$ cat src/rtl/nxh_pkg.sv
// Constants, types and timing for the nibble expander host controller
// What this block does
// - Each transfer is two nibbles: opcode plus port, then four data bits.
// - Host holds code around the falling edge, write data around the rise.
// - Host discards the first read of a port after a write.
// - Host asserts exactly one expander's select line per transfer whose chip is below NUM_CHIPS, none otherwise.
package nxh_pkg;

	// Clock period of clk
	localparam int CLK_PERIOD_NS = 100;

	// Least times around the transfer strobe, in ns
	localparam int CODE_SETUP_NS = 100;
	localparam int CODE_HOLD_NS = 60;
	localparam int DATA_SETUP_NS = 200;
	localparam int DATA_HOLD_NS = 20;
	localparam int STROBE_LOW_NS = 700;
	localparam int SELECT_MARGIN_NS = 50;
	localparam int BUS_FLOAT_NS = 150;
	localparam int READ_ACCESS_NS = 650;

	localparam int SYNC_STAGES = 2;

	// Least time rounded up to whole cycles, never below one
	function automatic int cycUp(input int ns);
		int c;
		c = (ns + CLK_PERIOD_NS - 1) / CLK_PERIOD_NS;
		return (c < 1) ? 1 : c;
	endfunction

	function automatic int maxOf(input int a, input int b);
		return (a > b) ? a : b;
	endfunction

	localparam int CODE_HOLD_CYC = cycUp(CODE_HOLD_NS);
	localparam int SETUP_CYC =
		maxOf(cycUp(CODE_SETUP_NS), cycUp(SELECT_MARGIN_NS));
	// Read data is sampled through the synchroniser, hence the extra stages
	localparam int LOW_CYC = maxOf(cycUp(STROBE_LOW_NS),
		maxOf(CODE_HOLD_CYC + cycUp(DATA_SETUP_NS),
		cycUp(READ_ACCESS_NS) + SYNC_STAGES + 1));
	localparam int HOLD_CYC = maxOf(cycUp(DATA_HOLD_NS),
		maxOf(cycUp(SELECT_MARGIN_NS), cycUp(BUS_FLOAT_NS)));

	localparam int CNT_W = 4;
	localparam int MAX_CHIPS = 4;

	// Reset values of the pins
	localparam logic STROBE_RESET = 1'h1;
	localparam logic [3:0] NIBBLE_RESET = 4'h0;

	// Opcode in the high two bits of the first nibble
	typedef enum logic [1:0] {
		OP_READ = 2'h0,
		OP_DIRECT_PORT_WRITE = 2'h1,
		OP_OR_PORT_WRITE = 2'h2,
		OP_AND_PORT_WRITE = 2'h3
	} nxh_op_e;

	// Port address in the low two bits
	typedef enum logic [1:0] {
		PORT_A = 2'h0,
		PORT_B = 2'h1,
		PORT_C = 2'h2,
		PORT_D = 2'h3
	} nxh_port_e;

	typedef struct packed {
		nxh_op_e op;
		logic [1:0] chip;
		nxh_port_e port;
		logic [3:0] data;
	} nxh_cmd_s;

	typedef enum logic [3:0] {
		ST_IDLE = 4'h1,
		ST_SETUP = 4'h2,
		ST_LOW = 4'h4,
		ST_HOLD = 4'h8
	} nxh_state_e;

endpackage

$ cat src/rtl/nxh_host.sv
// Host controller that runs two-nibble transfers on the expander bus
module nxh_host
	import nxh_pkg::*;
#(
	parameter int NUM_CHIPS = 1
) (
	input wire logic clk,
	input wire logic nrst,
	input wire logic cmdValid,
	input wire nxh_cmd_s cmd,
	output logic cmdReady,
	output logic rspDone,
	output logic [3:0] rspData,
	output logic transferStrobe,
	output logic [NUM_CHIPS-1:0] chipSelN,
	input wire logic [3:0] nibbleBusIn,
	output logic [3:0] nibbleBusOut,
	output logic nibbleBusOe
);

	initial begin
		if (NUM_CHIPS < 1 || NUM_CHIPS > MAX_CHIPS) begin
			$error("nxh_host: NUM_CHIPS must be 1 to 4");
		end
		if (LOW_CYC > 15 || SETUP_CYC > 15 || HOLD_CYC > 15) begin
			$error("nxh_host: phase too long for the counter");
		end
	end

	////////////////////////////////////////////////////////////////////////
	// State and phase timing

	nxh_state_e state;
	nxh_state_e next_state;
	nxh_cmd_s cmdQ;
	logic discard;
	logic [15:0] lastWr;
	logic [3:0] busSync1;
	logic [3:0] busSync2;
	logic [CNT_W-1:0] count;
	logic [CNT_W-1:0] lastCount;
	logic phaseEnd;

	wire inIdle = (state == ST_IDLE);
	wire inSetup = (state == ST_SETUP);
	wire inLow = (state == ST_LOW);
	wire inHold = (state == ST_HOLD);
	wire accept = inIdle && cmdValid && cmdReady;
	wire isRead = (cmdQ.op == OP_READ);
	wire [3:0] slot = {cmdQ.chip, cmdQ.port};
	wire [3:0] cmdSlot = {cmd.chip, cmd.port};
	wire codePhase = inLow && (count < CNT_W'(CODE_HOLD_CYC));
	wire readSample = inLow && phaseEnd && isRead;
	wire frameEnd = inHold && phaseEnd;
	// First nibble: opcode high, port low
	wire [3:0] codeNibble = {cmdQ.op, cmdQ.port};

	// Phase length per state
	assign lastCount = inSetup ? CNT_W'(SETUP_CYC - 1) :
		inLow ? CNT_W'(LOW_CYC - 1) :
		inHold ? CNT_W'(HOLD_CYC - 1) : '0;

	nxh_phase_timer #(
		.W(CNT_W)
	) u_timer (
		.clk(clk),
		.nrst(nrst),
		.restart(accept || (phaseEnd && !inIdle)),
		.lastCount(lastCount),
		.count(count),
		.last(phaseEnd)
	);

	// Next state; a stale read is repeated at once
	always_comb begin
		next_state = state;
		case (state)
			ST_IDLE: begin
				if (accept) begin
					next_state = ST_SETUP;
				end
			end
			ST_SETUP: begin
				if (phaseEnd) begin
					next_state = ST_LOW;
				end
			end
			ST_LOW: begin
				if (phaseEnd) begin
					next_state = ST_HOLD;
				end
			end
			ST_HOLD: begin
				if (phaseEnd) begin
					next_state = discard ? ST_SETUP : ST_IDLE;
				end
			end
			default: begin
				next_state = ST_IDLE;
			end
		endcase
	end

	always_ff @(posedge clk or negedge nrst) begin
		if (!nrst) begin
			state <= ST_IDLE;
		end else begin
			state <= next_state;
		end
	end

	////////////////////////////////////////////////////////////////////////
	// Command capture and stale-read tracking

	// A read of a port whose last access was a write is run twice; only the second counts
	always_ff @(posedge clk or negedge nrst) begin
		if (!nrst) begin
			cmdQ <= '0;
			discard <= 1'b0;
		end else if (accept) begin
			cmdQ <= cmd;
			discard <= (cmd.op == OP_READ) && lastWr[cmdSlot];
		end else if (frameEnd) begin
			discard <= 1'b0;
		end
	end

	// One bit per chip and port: last access was a write
	always_ff @(posedge clk or negedge nrst) begin
		if (!nrst) begin
			lastWr <= '0;
		end else if (frameEnd) begin
			lastWr[slot] <= !isRead;
		end
	end

	////////////////////////////////////////////////////////////////////////
	// Pins

	// Bus input comes from the expander, so it is synchronised first
	always_ff @(posedge clk or negedge nrst) begin
		if (!nrst) begin
			busSync1 <= NIBBLE_RESET;
			busSync2 <= NIBBLE_RESET;
		end else begin
			busSync1 <= nibbleBusIn;
			busSync2 <= busSync1;
		end
	end

	// Write data replaces the code only after the code hold time
	wire [3:0] next_bus = (inLow && !codePhase) || inHold ?
		cmdQ.data : codeNibble;
	// Reads release the bus once the code is held long enough
	wire next_oe = inSetup || codePhase ||
		(!isRead && (inLow || inHold));
	wire next_strobe = !inLow;
	// One select line only, and only inside a frame
	wire [NUM_CHIPS-1:0] next_selN = inIdle ? '1 :
		~(NUM_CHIPS'(1) << cmdQ.chip);

	always_ff @(posedge clk or negedge nrst) begin
		if (!nrst) begin
			transferStrobe <= STROBE_RESET;
			chipSelN <= '1;
			nibbleBusOut <= NIBBLE_RESET;
			nibbleBusOe <= 1'b0;
		end else begin
			transferStrobe <= next_strobe;
			chipSelN <= next_selN;
			nibbleBusOut <= next_bus;
			nibbleBusOe <= next_oe;
		end
	end

	////////////////////////////////////////////////////////////////////////
	// User side answer

	always_ff @(posedge clk or negedge nrst) begin
		if (!nrst) begin
			cmdReady <= 1'b0;
			rspDone <= 1'b0;
			rspData <= NIBBLE_RESET;
		end else begin
			cmdReady <= (next_state == ST_IDLE);
			rspDone <= frameEnd && !discard;
			if (readSample) begin
				rspData <= busSync2;
			end
		end
	end
endmodule

$ cat src/rtl/nxh_phase_timer.sv
// Phase counter that pulses on the last cycle of each timed phase
module nxh_phase_timer #(
	parameter int W = 4
) (
	input wire logic clk,
	input wire logic nrst,
	input wire logic restart,
	input wire logic [W-1:0] lastCount,
	output logic [W-1:0] count,
	output logic last
);

	initial begin
		if (W < 2) begin
			$error("nxh_phase_timer: W must be at least 2");
		end
	end

	// Last cycle of the phase
	assign last = (count == lastCount);

	// Counts up from zero after each restart
	always_ff @(posedge clk or negedge nrst) begin
		if (!nrst) begin
			count <= '0;
		end else if (restart) begin
			count <= '0;
		end else begin
			count <= count + W'(1);
		end
	end

endmodule

$ cat config.mk
export PLATFORM = sky130hd
export DESIGN_NAME = nxh_host
export DESIGN_NICKNAME = d
export VERILOG_FILES = /design/src/rtl/nxh_pkg.sv /design/src/rtl/nxh_host.sv /design/src/rtl/nxh_phase_timer.sv
export SDC_FILE = /design/constraint.sdc
export NUM_CORES = 1
export LEC_CHECK = 0
export ABC_AREA = 1
export ABC_CLOCK_PERIOD_IN_PS = 4200
export BUFFER_PORTS_ARGS = -buffer_cell sky130_fd_sc_hd__buf_2
export CAP_MARGIN = 15
export CORE_ASPECT_RATIO = 1.4
export CORE_MARGIN = 2
export CORE_UTILIZATION = 46
export CTS_CLUSTER_SIZE = 40
export DETAILED_ROUTE_END_ITERATION = 8
export PLACE_DENSITY = 0.73
export SLEW_MARGIN = 15
export SYNTH_ARGS = -nofsm -noshare
export SYNTH_HDL_FRONTEND = slang
export SYNTH_SLANG_ARGS = --single-unit
export TNS_END_PERCENT = 1
$ cat constraint.sdc
create_clock -name clk -period 4.2 [get_ports clk]
set_input_delay 0.63 -clock clk [delete_from_list [all_inputs] [get_ports clk]]
set_output_delay 0.63 -clock clk [all_outputs]
set_load 0.01 [all_outputs]
==> results of run 1 <==
report_power, final:
group | switching [mW] | internal [mW] | total [mW]
sequential | 0.0880 | 0.661 | 0.749
combinational | 0.467 | 0.190 | 0.657
clock | 0.175 | 0.180 | 0.355
stage by stage:
| step | instances | setup slack (ps) | hold slack (ps) | total power [mW] | util, % |
|---|---|---|---|---|---|
| after floorplan | 321 | 2760 | 331 | 1.29 | - |
| after global placement | 411 | 2450 | 332 | 1.40 | 49.6 |
| after detailed placement | 411 | 2400 | 336 | 1.42 | 49.6 |
| after CTS | 419 | 2380 | 359 | 1.77 | 51.5 |
| after global routing | 419 | 2220 | 369 | 1.90 | 51.5 |
| final | 419 | 2360 | 355 | 1.76 | 51.5 |
per-layer routing:
| metal | vias up | track usage, % | part of all wire, % | wire, µm |
|---|---|---|---|---|
| met3 | 9 | 3.22 | 2.8 | 155 |
| li1 | 1107 | - | - | - |
| met5 | - | 0 | 0 | 0 |
| met4 | 0 | 7.84 | 1.9 | 103 |
| met1 | 1052 | 21.8 | 42 | 2340 |
| met2 | 36 | 32.9 | 53 | 2970 |
layout make-up:
class                      instances  area [µm²]
timing repair buffer              30         153
clock inverter                     2        38.8
fill                             563        2800
tap                               70        87.6
clock buffer                       6        72.6
sequential                        56        1410
inverter                          25        93.8
multi-input combinational        230        1130
sequential cells by signal, indices dropped and copies added, names as in the netlist:
register,cells
cmdQ,10
nibbleBusOut,4
rspData,4
chipSelN,1
u_timer.count,4
nibbleBusOe,1
state,4
transferStrobe,1
busSync1,4
lastWr,16
busSync2,4
discard,1
cmdReady,1
rspDone,1
logic make-up (layout without fill, tap and decap cells):
family / count (synthesis) / in the layout
buffers and inverters: 35 / 63
DFF: 56 / 56
xor gates and xnor gates: 2 / 2
AOI/OAI and AO/OA: 23 / 23
and+or+nand+nor: 203 / 203
adders and majority gates: 2 / 2
placed cells by master, fill, tap and decap left out, drive strengths merged, types with 3 or more instances in the layout:
cell type	Yosys	final
dfstp	3	3
nand4	37	37
o21ai	15	15
nor3	3	3
nor2	37	37
nand3	14	14
inv	23	24
nand2	110	110
buf	10	30
clkbuf	0	6
dfrtp	53	53
a21oi	7	7
path summary, 6_finish.rpt:
kind	startpoint	end	slack [ps]	depth (start not counted)
hold reg to reg	busSync1[2]	busSync2[2]	360	0
setup / recovery	state[1]	nibbleBusOut[1]	2360	6
max in group asynchronous	nrst	state[1]	3290	2
hold / removal	busSync1[2]	busSync2[2]	360	0
min in group asynchronous	nrst	lastWr[11]	440	2
setup reg to reg	state[1]	nibbleBusOut[1]	2360	6
==> results_dict.tcl, run 1 <==
set metrics [dict create \
    syn_area_per_cell_um2 8.42 \
    n_antenna_cell 0 \
    die_h_um 94.7 \
    totalWireLength_um 5570 \
    die-area_um2 6510 \
    vdd_drop_max_mv 0.341 \
    routedWlPerCell_um 13.3 \
    drt-pass1-iter-count 4 \
    fin_nets 367 \
    ys_ff_latch 56 \
    cpLargestDelayFamily "simple AND/OR/NAND/NOR gates" \
    synth-compound-area-share_pct 4.49 \
    drive_above_1_share_pct 17.8 \
    finalSetupViolCount 0 \
    start_kind "flip-flop" \
    min_period_ps 1840 \
    synth_top_area_share_pct 49.1 \
    antenna_found_initial 0 \
    track_usage_pct 18.7 \
    cts.clk_slew.worst_paths_ps 100 \
    yosysWarningCount 0 \
    dp_hpwl_um 4010 \
    rsz0062_at_grt "no" \
    fmaxAchievable_ghz 0.545 \
    critPathCaptureType "flip-flop" \
    synthMuxAreaShare_pct 0 \
    cp_cell_sequence "nor2_2, nand2_2, inv_2, o21ai_1, nor2_1, a21oi_1" \
    syn2layout_area_growth_pct 10.2 \
    grt_max_degree 57 \
    worst-path-buf-inv 1 \
    synth_edf_count 0 \
    synthesis.area_um2 2700 \
    worstMarginPinSlew_ps 690 \
    async_reset_ff_share_pct 100 \
    critPathMaxStageDelay_ps 420 \
    viasPerCell 5.26 \
    grt_pass1_vias 2056 \
    required_ps 4380 \
    yosys.area_share.adder_pct 0.926 \
    synthFlopType "dfrtp_1" \
    postRouteAntennaNets 0 \
    critical_path.slowest_cell "inv_2" \
    yosysMostFrequentCell "nand2_1" \
    cp.arrival_ps 2020 \
    grt_first_pass_wirelength_um 9090 \
    core_um2 5780 \
    cts_sinks 56 \
    synth-simple-area-share_pct 35.7 \
    overflow 0 \
    first_iter_violations 143 \
    synthTopCellsByCount "100 x nand2_1, 53 x dfrtp_1, 37 x nand4_1" \
    synth_cell_types 28 \
    io_pins 30 \
    initial_core_util_pct 46.7 \
    vias 2204 \
    period_share_pct 43.7 \
    netlist_top_cells_area "dfrtp_1 49%, nand2_1 14%, nand4_1 8.6%" \
    clk_latency_ps 310 \
    yosysSeqAreaShare_pct 52.0 \
    synth_top_area_cell "dfrtp_1" \
    synth_top_family_by_area "simple AND/OR/NAND/NOR gates" \
    cts_tree "yes" \
    cts_resized 0 \
    final.setup.tns_ps 0 \
    syn-num-nets 340 \
    die_x_um 68.8 \
    numCtsBuffers 5 \
    cts_root_buffer "clkbuf_8" \
    cts_max_path_buffers 2 \
    postCtsSetupBuffers 0 \
    relSlewSlack_pct 54.0 \
    drc 0 \
    htree_levels 2 \
    drv_slew 0 \
    finalHoldViolCount 0 \
    row_count 33 \
    leakagePower_nw 1.54 \
    power_density_nw_per_um2 592 \
    dpl_cell_area_um2 2870 \
    status "finished, final reports clean" \
    crit_fanout 36 \
    holdCritPathClass "flip-flop to flip-flop" \
    skew_ps 9.51 \
    syn_inst 321 \
    io_buffers 29 \
    gp_congestion 0.817 \
    cts_hold_buf 0 \
    synth_xor_area_share_pct 0.648 \
    fin_area_um2 2980 \
    path_class "flip-flop to flip-flop" \
    drv_cap 0 \
]
Power figures use the tool's default switching activity.
==> run 2, diff against run 1 <==
Settings changed: ABC_CLOCK_PERIOD_IN_PS 4200 to 1800.
Clock period 4.2 ns to 1.8 ns, I/O delays scaled along.
==> run 2 against run 1 <==
Compared with the run above:
- flip-flop and latch count unchanged
- cell count grew 1.7%
- sequential share of layout area is 1.7 points lower
- critical path depth up 2
- combinational power rose to 2.8 times the previous value
- count of clock-buffer cells in the layout fell by 1
==> results_dict.tcl, run 2 (synthesized netlist as in run 1, its figures left out) <==
set metrics [dict create \
    final_common_cell "nand2_1" \
    hold_path_end "busSync1[1]" \
    critical_path.slowest_cell "dfstp_2" \
    whs_path_depth 1 \
    fin_nets 374 \
    routedWlPerCell_um 14.0 \
    drv_cap 0 \
    largest_reg_flops 16 \
    antenna_found_initial 0 \
    cp.arrival_ps 1880 \
    crit_top_cell "nand2_2" \
    status "finished, final reports clean" \
    track_usage_pct 20.0 \
    numCtsBuffers 5 \
    grt_max_degree 57 \
    r2r_slack_ps 130 \
    syn2layout_area_growth_pct 14.3 \
    cts_sinks 56 \
    holdCritPathClass "input pin to flip-flop" \
    finalSetupViolCount 0 \
    n_antenna_cell 0 \
    top_register "lastWr" \
    p_sw_mw 1.84 \
    relSlewSlack_pct 68.0 \
    htree_levels 2 \
    die_h_um 94.7 \
    cts.clk_slew.worst_paths_ps 100 \
    die-area_um2 6510 \
    intPower_mw 2.47 \
    drive_above_1_share_pct 19.4 \
    io_buffers 29 \
    row_count 33 \
    core_um2 5780 \
    vias 2287 \
    die_x_um 68.8 \
    worst-path-buf-inv 0 \
    power_density_nw_per_um2 1400 \
    start_kind "flip-flop" \
    critPathMaxStageDelay_ps 560 \
    drc 0 \
    power.share.clock_pct 16.6 \
    final_cell_mix "100 x nand2_1, 53 x dfrtp_1, 37 x nand4_1" \
    totalWireLength_um 5950 \
    p_total_mw 4.31 \
    fmaxAchievable_ghz 0.599 \
    dp_hpwl_um 4420 \
    clk_latency_ps 320 \
    postCtsSetupBuffers 0 \
    vdd_drop_max_mv 0.619 \
    cp_cell_sequence "nor2_2, nand2_2, nand2_2, nand2_1, nand2_2, nor2_4, nand2_2, o21ai_0" \
    hold_path_startpoint "nibbleBusIn[1]" \
    required_ps 2010 \
    cpLargestDelayFamily "simple AND/OR/NAND/NOR gates" \
    worstMarginPinSlew_ps 476 \
    final_util_pct 53.4 \
    grt_first_pass_wirelength_um 9630 \
    cts_tree "yes" \
    swShare_pct 42.6 \
    fin_area_um2 3090 \
    reg.largest.list "lastWr x16, cmdQ x10" \
    rsz0062_at_grt "no" \
    drv_slew 0 \
    power_frac_comb_pct 43.0 \
    grt_pass1_vias 2235 \
    cts_max_path_buffers 2 \
    period_share_pct 92.8 \
    finalHoldViolCount 0 \
    io_pins 30 \
    min_period_ps 1670 \
    critPathCaptureType "flip-flop" \
    ff2ff_path_depth 8 \
    gp_congestion 0.961 \
    path_class "flip-flop to flip-flop" \
    regToRegStartpoint "state[0]" \
    overflow 0 \
    dpl_cell_area_um2 2970 \
    first_iter_violations 157 \
    leakagePower_nw 1.59 \
    pwr-share-seq_pct 40.4 \
    crit_fanout 8 \
    crit-reg2reg-capture "state[0]" \
    cts_root_buffer "clkbuf_8" \
    initial_core_util_pct 46.7 \
    postRouteAntennaNets 0 \
    drt-pass1-iter-count 4 \
    viasPerCell 5.37 \
    skew_ps 16.5 \
    final.setup.tns_ps 0 \
]
## run 2: final cells by class
cell class              instances  area (µm²)
fillers                       553        2690
clock buffers                   5        68.8
flip-flops and latches         56        1410
well taps                      70        87.6
inverters                      25        93.8
repair buffers                 37         270
multi-input cells             230        1130
clock inverters                 3        26.3
## run 2: how the worst max path moves through the flow
| stage | start | endpoint | slack (ps) | cells past startpoint |
|---|---|---|---|---|
| after floorplan | state[1] | u_timer.count[0] | 420 | 8 |
| after global placement | state[0] | cmdQ[8] | 200 | 5 |
| after detailed placement | state[0] | cmdQ[8] | 130 | 6 |
| after CTS | state[0] | cmdQ[8] | 120 | 6 |
| after global routing | state[1] | state[0] | 60 | 7 |
| final | state[0] | state[0] | 130 | 8 |
## run 2: per-layer routing
metal  up-vias  wire, µm  track usage, %
li1       1123         -               -
met5         -         0               0
met4         0       148            9.64
met3        10       230            4.41
met1      1094      2310            21.6
met2        60      3260            35.7
## run 2: power by group through the flow
| stage | clock, mW | sequential, mW | combinational, mW |
|---|---|---|---|
| floorplan | 0 | 1.77 | 1.24 |
| global placement | 0 | 1.75 | 1.79 |
| global route | 0.787 | 1.77 | 2.05 |
| detailed placement | 0 | 1.76 | 1.85 |
| finish | 0.716 | 1.74 | 1.86 |
| CTS | 0.745 | 1.73 | 1.85 |
## run 2: worst register-to-register path, stage by stage, from the launching register on
cell     delay [ps]
dfstp_2         560
nor2_2           60
nand2_2         110
nand2_2         100
nand2_1          90
nand2_2          60
nor2_4          210
nand2_2         110
o21ai_0         260
## run 2: per-stage QoR
step                setup WS [ps]  hold slack (ps)  instances
finish                        130             60.0        426
detailed placement            131              292        417
CTS                           120             47.3        426
floorplan                     418            -25.6        321
global route                 60.6             41.0        426
global placement              202              292        417
## run 2: repair_timing
action                                  4_1_cts  5_1_grt
resized for setup                             0        1
hold buffers                                  1        0
endpoints found under the setup margin        0        6
endpoints found under the hold margin        53        0
==> run 3, diff against run 2 <==
Settings changed: GPL_TIMING_DRIVEN from default to 0.
==> run 3 against run 2 <==
Compared with the run above:
- the flow now finishes with violations (hold timing)
- cell count is 0.23% higher
- global-route usage is 0.86 points lower
- core utilization is 1.1 points lower
- via count is 2.8% lower
- non-clock buffer count is 1 higher
- clock skew hardly changed
- routed wire length is 4.6% lower
- sequential share of layout area is 0.92 points higher
- count of clock-buffer cells in the layout stayed put
- hold slack worse by 78 ps
- critical path type unchanged
==> results_dict.tcl, run 3 (synthesized netlist as in run 1, its figures left out) <==
set metrics [dict create \
    status "finished with violations" \
    violations "hold timing" \
    largest_reg_flops 16 \
    regToRegStartpoint "state[0]" \
    gp_congestion 0.904 \
    critPathMaxStageDelay_ps 570 \
    drv_cap 0 \
    die_x_um 68.8 \
    grt_first_pass_wirelength_um 9160 \
    period_share_pct 93.7 \
    totalWireLength_um 5670 \
    rsz0062_at_grt "no" \
    grt_max_degree 57 \
    drive_above_1_share_pct 20.2 \
    clk_latency_ps 320 \
    finalHoldViolCount 29 \
    hold-worst-slack_ps -18.5 \
    syn2layout_area_growth_pct 12.0 \
    dp_hpwl_um 4240 \
    path_class "flip-flop to flip-flop" \
    numCtsBuffers 5 \
    finalSetupViolCount 0 \
    cts_max_path_buffers 2 \
    drt-pass1-iter-count 4 \
    htree_levels 2 \
    critPathLaunch "state[0]" \
    critPathCaptureType "flip-flop" \
    cpLargestDelayFamily "compound AO/OA/AOI/OAI gates" \
    power_density_nw_per_um2 1370 \
    postRouteAntennaNets 0 \
    holdCritPathClass "input pin to asynchronous set/reset pin" \
    crit_fanout 9 \
    track_usage_pct 19.1 \
    vias 2222 \
    io_pins 30 \
    final.setup.tns_ps 0 \
    leakagePower_nw 1.58 \
    viasPerCell 5.20 \
    relSlewSlack_pct 53.2 \
    final_cell_mix "100 x nand2_1, 53 x dfrtp_1, 37 x nand4_1" \
    cp_cell_sequence "nor2_2, nand2_2, inv_2, o21ai_1, nor2_1, a21oi_1" \
    routedWlPerCell_um 13.3 \
    reg.largest.list "lastWr x16, cmdQ x10" \
    required_ps 2050 \
    die-area_um2 6510 \
    cts.clk_slew.worst_paths_ps 110 \
    vdd_drop_max_mv 0.646 \
    cp.arrival_ps 1940 \
    min_period_ps 1690 \
    n_antenna_cell 0 \
    core_um2 5780 \
    final_common_cell "nand2_1" \
    worst-path-buf-inv 1 \
    overflow 0 \
    cts_tree "yes" \
    top_register "lastWr" \
    skew_ps 16.9 \
    dp_cells 419 \
    worstMarginPinSlew_ps 698 \
    cts_root_buffer "clkbuf_8" \
    cts_sinks 56 \
    antenna_found_initial 0 \
    postCtsSetupBuffers 0 \
    io_buffers 28 \
    first_iter_violations 149 \
    die_h_um 94.7 \
    start_kind "flip-flop" \
    drv_slew 0 \
    initial_core_util_pct 46.7 \
    fmaxAchievable_ghz 0.593 \
    row_count 33 \
    fin_cells 427 \
    critical_path.slowest_cell "o21ai_1" \
    grt_pass1_vias 2078 \
    fin_nets 375 \
    drc 0 \
]
==> run 3: cell count changes in the layout (fill, tap and decap cells not counted), sizes merged <==
| cell | change |
|---|---|
| buf | +2 |
| dlygate4sd3 | -1 |
==> run 3: timing repair <==
item | CTS | global route
resized for setup | 0 | 1
setup endpoints to repair | 0 | 4
hold buffers | 0 | 0
==> run 3: worst paths after layout <==
path / endpoint / slack [ps] / cells past startpoint
max reg2reg: nibbleBusOut[2] / 110 / 6
min in group clk: busSync1[0] / 60 / 1
min: lastWr[12] / -20 / 1
max in group asynchronous: state[3] / 1350 / 1
min reg2reg: busSync2[0] / 360 / 0
max: nibbleBusOut[2] / 110 / 6
==> run 3: power breakdown <==
part,internal (mW),switching [mW],total [mW]
sequential,1.54,0.193,1.74
combinational,0.574,1.14,1.72
clock,0.280,0.416,0.696
==> run 3: routing by layer <==
| metal | GRT usage [%] | part of all wire, % | vias up |
|---|---|---|---|
| met4 | 9.15 | 2.8 | 0 |
| met5 | 0 | 0 | - |
| met1 | 21.7 | 41 | 1032 |
| li1 | - | - | 1130 |
| met2 | 33.5 | 53 | 50 |
| met3 | 3.69 | 3.4 | 10 |
==> run 3: area by class of cell <==
cell class | count | area, µm²
inverters | 25 | 93.8
clock inverters | 3 | 22.5
multi-input cells | 230 | 1130
repair buffers | 28 | 143
plain buffers | 10 | 75.1
flip-flops and latches | 56 | 1410
fillers | 569 | 2760
clock buffers | 5 | 68.8
well taps | 70 | 87.6
==> run 3: metrics by stage <==
stage	utilization, %	setup WS [ps]	total power, mW	cell area (µm²)
2_1_floorplan	-	418	3.00	2700
3_3_place_gp	50.7	158	3.43	2930
3_5_place_dp	50.7	80.4	3.47	2930
4_1_cts	52.3	64.4	4.18	3020
5_1_grt	52.3	19.4	4.46	3030
6_report	52.3	114	4.15	3030
